## src/gie_pkg.sv

```systemverilog
package gie_pkg;
  // register byte offsets
  localparam logic [7:0] ADDR_ENABLE    = 8'h10;
  localparam logic [7:0] ADDR_SENSE     = 8'h14;
  localparam logic [7:0] ADDR_MODE      = 8'h18;
  localparam logic [7:0] ADDR_BOTH_EDGE = 8'h1C;
  localparam logic [7:0] ADDR_DEBOUNCE  = 8'h24;
  localparam logic [7:0] ADDR_DB_COUNT  = 8'h28;
  localparam logic [7:0] ADDR_EVT_STAT  = 8'h30;
  localparam logic [7:0] ADDR_EVT_CLR   = 8'h34;
  localparam logic [7:0] ADDR_EVT_EN    = 8'h38;
  localparam logic [7:0] ADDR_PIN_LEVEL = 8'h3C;
  // event status bit position and number of event bits
  localparam int EVT_PIN_IRQ = 0;
  localparam int EVT_NUM     = 1;
  // reset values and unmapped read data
  localparam logic [31:0] RST_ZERO   = 32'h0000_0000;
  localparam logic [15:0] RST_DB_CNT = 16'h0004;
  localparam logic [31:0] UNMAPPED_DATA = 32'h0000_0000;
endpackage

```

## src/gie_cfg_if.sv

```systemverilog
`timescale 1ns/10ps
interface gie_cfg_if #(parameter int NPIN = 9, parameter int CW = 16);
  logic [NPIN-1:0] enable;
  logic [NPIN-1:0] sense;
  logic [NPIN-1:0] mode;
  logic [NPIN-1:0] both_edge;
  logic [NPIN-1:0] debounce;
  logic [CW-1:0]   db_count;
  logic [NPIN-1:0] trigger;
  logic [NPIN-1:0] level;
  modport ctl (output enable, sense, mode, both_edge, debounce, db_count, input trigger, level);
  modport det (input enable, sense, mode, both_edge, debounce, db_count, output trigger, level);
endinterface

```

## src/gie_detect.sv

```systemverilog
`timescale 1ns/10ps
module gie_detect #(
  parameter int NPIN = 9,
  parameter int CW   = 16
) (
  // clock and reset
  input  wire logic    i_ref_clk,
  input  wire logic    i_reset,
  input  wire logic    i_ce,
  // pins
  input  wire logic [NPIN-1:0] i_pin,
  // configuration and triggers
  gie_cfg_if.det       cfg
);
  typedef struct packed {
    logic [NPIN-1:0]         s1;
    logic [NPIN-1:0]         s2;
    logic [NPIN-1:0]         s3;
    logic [NPIN-1:0]         filt;
    logic [NPIN-1:0]         prev;
    logic [NPIN-1:0][CW-1:0] cnt;
  } gie_det_t;

  gie_det_t st;
  gie_det_t next_st;

  logic [NPIN-1:0] active;

  always_comb begin
    next_st = st;
    active  = '0;
    next_st.s1 = i_pin;
    next_st.s2 = st.s1;
    next_st.s3 = st.s2;
    next_st.prev = st.filt;
    for (int n = 0; n < NPIN; n++) begin
      if (!cfg.debounce[n]) begin
        if (st.s2[n] == st.s3[n]) begin
          next_st.filt[n] = st.s3[n];
        end
        next_st.cnt[n] = '0;
      end else if (st.s3[n] == st.filt[n] || st.s2[n] != st.s3[n]) begin
        next_st.cnt[n] = '0;
      end else if (st.cnt[n] >= cfg.db_count) begin
        next_st.filt[n] = st.s3[n];
        next_st.cnt[n]  = '0;
      end else begin
        next_st.cnt[n] = st.cnt[n] + CW'(1);
      end
      if (!cfg.mode[n]) begin
        active[n] = st.filt[n] ^ cfg.sense[n];
      end else if (cfg.both_edge[n]) begin
        active[n] = st.filt[n] ^ st.prev[n];
      end else begin
        active[n] = (st.filt[n] ^ st.prev[n]) & (st.filt[n] ^ cfg.sense[n]);
      end
    end
  end

  assign cfg.trigger = active & cfg.enable;
  assign cfg.level   = st.filt;

  always_ff @(posedge i_ref_clk) begin
    if (i_reset) begin
      // idle pins are low, so a zero reset avoids a false edge
      st <= '0;
    end else if (i_ce) begin
      st <= next_st;
    end
  end
endmodule

```

## src/gie_top.sv

```systemverilog
// Implementation choice: register access over Wishbone.
`timescale 1ns/10ps
module gie_top #(
  parameter int NPIN = 9,
  parameter int CW   = 16
) (
  // clock, reset, enable
  input  wire logic        i_ref_clk,
  input  wire logic        i_reset,
  input  wire logic        i_ce,
  // wishbone slave
  input  wire logic        i_wb_cyc,
  input  wire logic        i_wb_stb,
  input  wire logic        i_wb_we,
  input  wire logic [7:0]  i_wb_adr,
  input  wire logic [3:0]  i_wb_sel,
  input  wire logic [31:0] i_wb_dat,
  output logic      [31:0] o_wb_dat,
  output logic             o_wb_ack,
  // pins and interrupt
  input  wire logic [NPIN-1:0] i_pin,
  output logic             o_irq
);
  // the register map has 32-bit words and a 16-bit debounce count
  if (NPIN < 1 || NPIN > 32 || CW < 1 || CW > 16) begin : g_param_check
    $error("gie_top: unsupported parameters");
  end

  typedef struct packed {
    logic [NPIN-1:0] enable;
    logic [NPIN-1:0] sense;
    logic [NPIN-1:0] mode;
    logic [NPIN-1:0] both_edge;
    logic [NPIN-1:0] debounce;
    logic [CW-1:0]   db_count;
    logic [gie_pkg::EVT_NUM-1:0] evt_stat;
    logic [gie_pkg::EVT_NUM-1:0] evt_en;
    logic [31:0]     rdata;
    logic            ack;
    logic            irq;
  } gie_regs_t;

  gie_regs_t r;
  gie_regs_t next_r;

  gie_cfg_if #(.NPIN(NPIN), .CW(CW)) cfg ();

  gie_detect #(.NPIN(NPIN), .CW(CW)) u_detect (
    .i_ref_clk (i_ref_clk),
    .i_reset   (i_reset),
    .i_ce      (i_ce),
    .i_pin     (i_pin),
    .cfg       (cfg.det)
  );

  assign cfg.enable    = r.enable;
  assign cfg.sense     = r.sense;
  assign cfg.mode      = r.mode;
  assign cfg.both_edge = r.both_edge;
  assign cfg.debounce  = r.debounce;
  assign cfg.db_count  = r.db_count;

  logic        req;
  logic [31:0] wmask;
  logic [31:0] wval;

  // byte-lane merge of write data into a register
  function automatic logic [31:0] merge(input logic [31:0] old, input logic [31:0] m,
                                        input logic [31:0] d);
    merge = (old & ~m) | (d & m);
  endfunction

  always_comb begin
    next_r = r;
    req    = i_wb_cyc && i_wb_stb && !r.ack;
    wmask  = {{8{i_wb_sel[3]}}, {8{i_wb_sel[2]}}, {8{i_wb_sel[1]}}, {8{i_wb_sel[0]}}};
    wval   = gie_pkg::RST_ZERO;
    next_r.ack = req;
    // reserved bits above NPIN are dropped; software is expected to write them zero
    if (req && i_wb_we) begin
      case (i_wb_adr)
        gie_pkg::ADDR_ENABLE: begin
          wval = merge(32'(r.enable), wmask, i_wb_dat);
          next_r.enable = wval[NPIN-1:0];
        end
        gie_pkg::ADDR_SENSE: begin
          wval = merge(32'(r.sense), wmask, i_wb_dat);
          next_r.sense = wval[NPIN-1:0];
        end
        gie_pkg::ADDR_MODE: begin
          wval = merge(32'(r.mode), wmask, i_wb_dat);
          next_r.mode = wval[NPIN-1:0];
        end
        gie_pkg::ADDR_BOTH_EDGE: begin
          wval = merge(32'(r.both_edge), wmask, i_wb_dat);
          next_r.both_edge = wval[NPIN-1:0];
        end
        gie_pkg::ADDR_DEBOUNCE: begin
          wval = merge(32'(r.debounce), wmask, i_wb_dat);
          next_r.debounce = wval[NPIN-1:0];
        end
        gie_pkg::ADDR_DB_COUNT: begin
          wval = merge(32'(r.db_count), wmask, i_wb_dat);
          next_r.db_count = wval[CW-1:0];
        end
        gie_pkg::ADDR_EVT_EN: begin
          wval = merge(32'(r.evt_en), wmask, i_wb_dat);
          next_r.evt_en = wval[gie_pkg::EVT_NUM-1:0];
        end
        gie_pkg::ADDR_EVT_CLR: begin
          if (i_wb_sel[0]) begin
            next_r.evt_stat = r.evt_stat & ~i_wb_dat[gie_pkg::EVT_NUM-1:0];
          end
        end
        default: begin
          wval = gie_pkg::RST_ZERO;
        end
      endcase
    end
    // set wins over a same-cycle clear
    if (|cfg.trigger) begin
      next_r.evt_stat[gie_pkg::EVT_PIN_IRQ] = 1'b1;
    end
    next_r.rdata = gie_pkg::UNMAPPED_DATA;
    if (req && !i_wb_we) begin
      case (i_wb_adr)
        gie_pkg::ADDR_ENABLE:    next_r.rdata = 32'(r.enable);
        gie_pkg::ADDR_SENSE:     next_r.rdata = 32'(r.sense);
        gie_pkg::ADDR_MODE:      next_r.rdata = 32'(r.mode);
        gie_pkg::ADDR_BOTH_EDGE: next_r.rdata = 32'(r.both_edge);
        gie_pkg::ADDR_DEBOUNCE:  next_r.rdata = 32'(r.debounce);
        gie_pkg::ADDR_DB_COUNT:  next_r.rdata = 32'(r.db_count);
        gie_pkg::ADDR_EVT_STAT:  next_r.rdata = 32'(r.evt_stat);
        gie_pkg::ADDR_EVT_EN:    next_r.rdata = 32'(r.evt_en);
        gie_pkg::ADDR_PIN_LEVEL: next_r.rdata = 32'(cfg.level);
        default:                 next_r.rdata = gie_pkg::UNMAPPED_DATA;
      endcase
    end
    next_r.irq = |(next_r.evt_stat & next_r.evt_en);
  end

  always_ff @(posedge i_ref_clk) begin
    if (i_reset) begin
      r          <= '0;
      r.db_count <= gie_pkg::RST_DB_CNT[CW-1:0];
    end else if (i_ce) begin
      r <= next_r;
    end
  end

  assign o_wb_dat = r.rdata;
  assign o_wb_ack = r.ack;
  assign o_irq    = r.irq;
endmodule

```

## config.mk

```make
export PLATFORM = sky130hd
export DESIGN_NAME = gie_top
export DESIGN_NICKNAME = d
export VERILOG_FILES = /design/src/gie_pkg.sv /design/src/gie_cfg_if.sv /design/src/gie_detect.sv /design/src/gie_top.sv
export SDC_FILE = /design/constraint.sdc
export NUM_CORES = 1
export LEC_CHECK = 0
export BUFFER_PORTS_ARGS = -buffer_cell sky130_fd_sc_hd__buf_2
export CAP_MARGIN = 20
export CORE_AREA = 2 2 180 271
export CTS_CLUSTER_DIAMETER = 200
export DETAILED_ROUTE_END_ITERATION = 10
export DIE_AREA = 0 0 182 273
export GPL_TIMING_DRIVEN = 0
export RECOVER_POWER = 50
export SLEW_MARGIN = 5
export SYNTH_ARGS = -nofsm -noshare
export SYNTH_HDL_FRONTEND = slang
export SYNTH_SLANG_ARGS = --single-unit
```

## constraint.sdc

```tcl
create_clock -name i_ref_clk -period 5.91 [get_ports i_ref_clk]
set_clock_uncertainty 0.1 [all_clocks]
set_input_delay 0 -clock i_ref_clk [delete_from_list [all_inputs] [get_ports i_ref_clk]]
set_output_delay 0 -clock i_ref_clk [all_outputs]
set_load 0.005 [all_outputs]
```

==> flow_summary.json <==
{
  "ys_warn_count": 0,
  "total_power_mw": 3.94,
  "crit_type": "input pin to flip-flop",
  "yosysMostFrequentCell": "dfxtp_1",
  "fmax_ghz": 0.243,
  "diodes": 0,
  "seq_area_frac_synth_pct": 32.9,
  "grt_start_max_net_pins": 14,
  "synth_top_area_cell": "dfxtp_1",
  "grt_pass1_vias": 14855,
  "hold_viol_final": 3,
  "wl_met2_um": 26500,
  "slowest_stage": "nor4b_1",
  "path_buf_inv": 3,
  "dp_hpwl_um": 39600,
  "min_from": "i_wb_adr[7]",
  "clk_pin_slew_ps": 70,
  "syn2layout_area_growth_pct": 14.4,
  "drcViolationCount": 0,
  "min_period_ps": 4110,
  "ys_top_cells_by_area": "dfxtp_1 (33%), ha_1 (12%), mux2i_1 (5.7%), nor2_1 (4.2%), nand2_1 (4.0%)",
  "synth_top_area_share_pct": 32.9,
  "post_cts_buffers": 0,
  "critical_path_required_ps": 6250,
  "yosysUniqueCellTypes": 83,
  "netlist_instances": 1901,
  "grt_setup_unrepaired": "no",
  "grt.total_usage_pct": 21.2,
  "wl_met3_um": 2130,
  "crit_fanout": 10,
  "cp.arrival_ps": 4450,
  "detail-route-antenna-nets": 0,
  "register_area_sq_um": 5410,
  "crit_path_end_kind": "flip-flop",
  "dpl_worst_slack_ps": 2510,
  "holdWs_ps": -20.7,
  "post_cts_resize_count": 0,
  "clk_latency_ps": 590,
  "p_leak_nw": 7.17,
  "nFillCells": 4811,
  "gr-total-overflow": 0,
  "hold_class": "input pin to flip-flop",
  "final_nets": 2253,
  "fp.coreArea_sq_um": 47300,
  "worst_slack_ps": 1800,
  "powerDensity_nw_per_um2": 210,
  "setup_viol": 0,
  "wl_met1_um": 21200,
  "cap_violations": 3,
  "wl_um": 53400,
  "die-area_sq_um": 49700,
  "ys_async_sr_fraction_pct": 0,
  "cpPeakStageDelay_ps": 1500,
  "cts_tree": "yes",
  "avgRoutedWirePerCell_um": 20.1,
  "cts_max_path_buffers": 3,
  "crit_chain": "dlygate4sd3_1 > clkbuf_1 > nor4b_1 > nand2_1 > nor2_1 > mux2i_1 > dlygate4sd3_1 > nor2_1",
  "tightest_slew_ps": 2710,
  "first_pass_iters": 5,
  "ir_worst_vdd_uv": 235,
  "drt-initial-drc-count": 907,
  "failed_checks": "hold timing, capacitance limit, slew limit",
  "r2r_slack_ps": 2250,
  "h-tree-depth": 1,
  "min_path_cells": 6,
  "vias": 15199,
  "gp_congestion": 0.932,
  "period_share_pct": 69.5,
  "numPortBuffers": 53,
  "io_pins": 93,
  "rows": 98,
  "antenna_found_initial": 0,
  "netlist_area_sq_um": 16400,
  "synth_edf_count": 0,
  "die_w_um": 182,
  "ys_top_cells_by_count": "dfxtp_1 (270), nor2_1 (182), nand2_1 (177), ha_1 (153), mux2i_1 (94)",
  "initial_core_util_pct": 34.7,
  "maxUsedRoutingLayer": "met4",
  "cp_top_family": "simple AND/OR/NAND/NOR gates",
  "postSynthAreaPerCell_sq_um": 8.63,
  "final_layout_size_suffix_gt1_share_pct": 7.18,
  "grt_pass1_wl_um": 83000,
  "status": "complete, but fails checks",
  "r2r-start": "o_wb_ack",
  "r2r_cells": 5,
  "multiInputGateArea_sq_um": 10300,
  "via_per_inst": 5.71,
  "drv_slew": 28,
  "slew_headroom_pct": -82.5,
  "fin_tns_setup_ps": 0,
  "yosys_register_bits": 270,
  "die_h_um": 273,
  "clock_sinks": 270,
  "cts_made_buffers": 28,
  "root_buffer": "clkbuf_16",
  "dominantRegCellSynth": "dfxtp_1",
  "worstSetupStartpointType": "input pin"
}
==> report_power, final <==
group | switching, mW | leakage [nW] | internal [mW]
Combinational | 0.134 | 4.52 | 0.0664
Sequential | 0.00892 | 2.18 | 1.83
Clock | 0.797 | 0.474 | 1.11
Total | 0.940 | 7.17 | 3.00
==> area by class of cell <==
cell class	count	area share, %
Timing Repair Buffer	95	3.54
Inverter	52	1.04
Buffer	108	2.89
Sequential cell	270	28.8
Multi-Input combinational cell	1486	54.7
Clock inverter	12	0.873
Tap cell	600	4.00
Clock buffer	38	4.21
==> cell families (layout without fill, tap and decap cells) <==
kind of cell / count (synthesis) / in the layout / synth area share (%)
simple gates: 702 / 702 / 21.2
compound gates: 438 / 438 / 18.8
flops: 270 / 270 / 32.9
buf+inv: 160 / 305 / 4.53
fa+ha+maj: 153 / 153 / 11.7
mux: 103 / 103 / 6.90
xor+xnor: 74 / 74 / 3.95
other cells: 1 / 16 / 0.0228
==> routing by layer <==
layer	GRT usage, %	vias to the layer above
met5	0	-
met4	13.4	0
met3	1.91	163
met2	38.8	462
met1	23.4	7331
li1	-	7243
==> timing repair <==
action	4_1_cts	5_1_grt
setup endpoints to repair	0	0
hold buffers	40	1
endpoints found under the hold margin	73	3
==> through the flow <==
| step | area (sq um) | cells | util [%] |
|---|---|---|---|
| floorplan | 16500 | 1916 | - |
| global placement | 17500 | 2569 | 36.9 |
| detailed placement | 17500 | 2569 | 36.9 |
| CTS | 18800 | 2659 | 39.8 |
| global route | 18800 | 2661 | 39.7 |
| finish | 18800 | 2661 | 39.7 |
==> layout by cell type, fill, tap and decap left out, types with 43 or more instances in the layout <==
master and n:
dfxtp_1 270, nor2_1 187, nand2_1 177, ha_1 153
mux2i_1 94, nand3_1 93, clkbuf_1 90, o21ai_0 83
a21oi_1 76, inv_1 51, xnor2_1 45, buf_2 43
a22o_1 43
==> worst max-delay path by stage <==
stage / start / endpoint / slack [ps] / cells past startpoint
after floorplan: flip-flop / u_detect.st[45] / 3390 / 9
after CTS: flip-flop / u_detect.st[9] / 2510 / 8
after detailed placement: flip-flop / u_detect.st[9] / 2510 / 8
after global routing: i_wb_adr[3] / flip-flop / 1630 / 8
after global placement: flip-flop / u_detect.st[9] / 2530 / 8
final: i_wb_adr[3] / flip-flop / 1800 / 8
==> worst min-delay path, delay by kind of cell <==
family        cells  cell delay, ps
mux               1             120
simple gates      4             400
buf+inv           1             100
(Power assumes the default switching activity.)
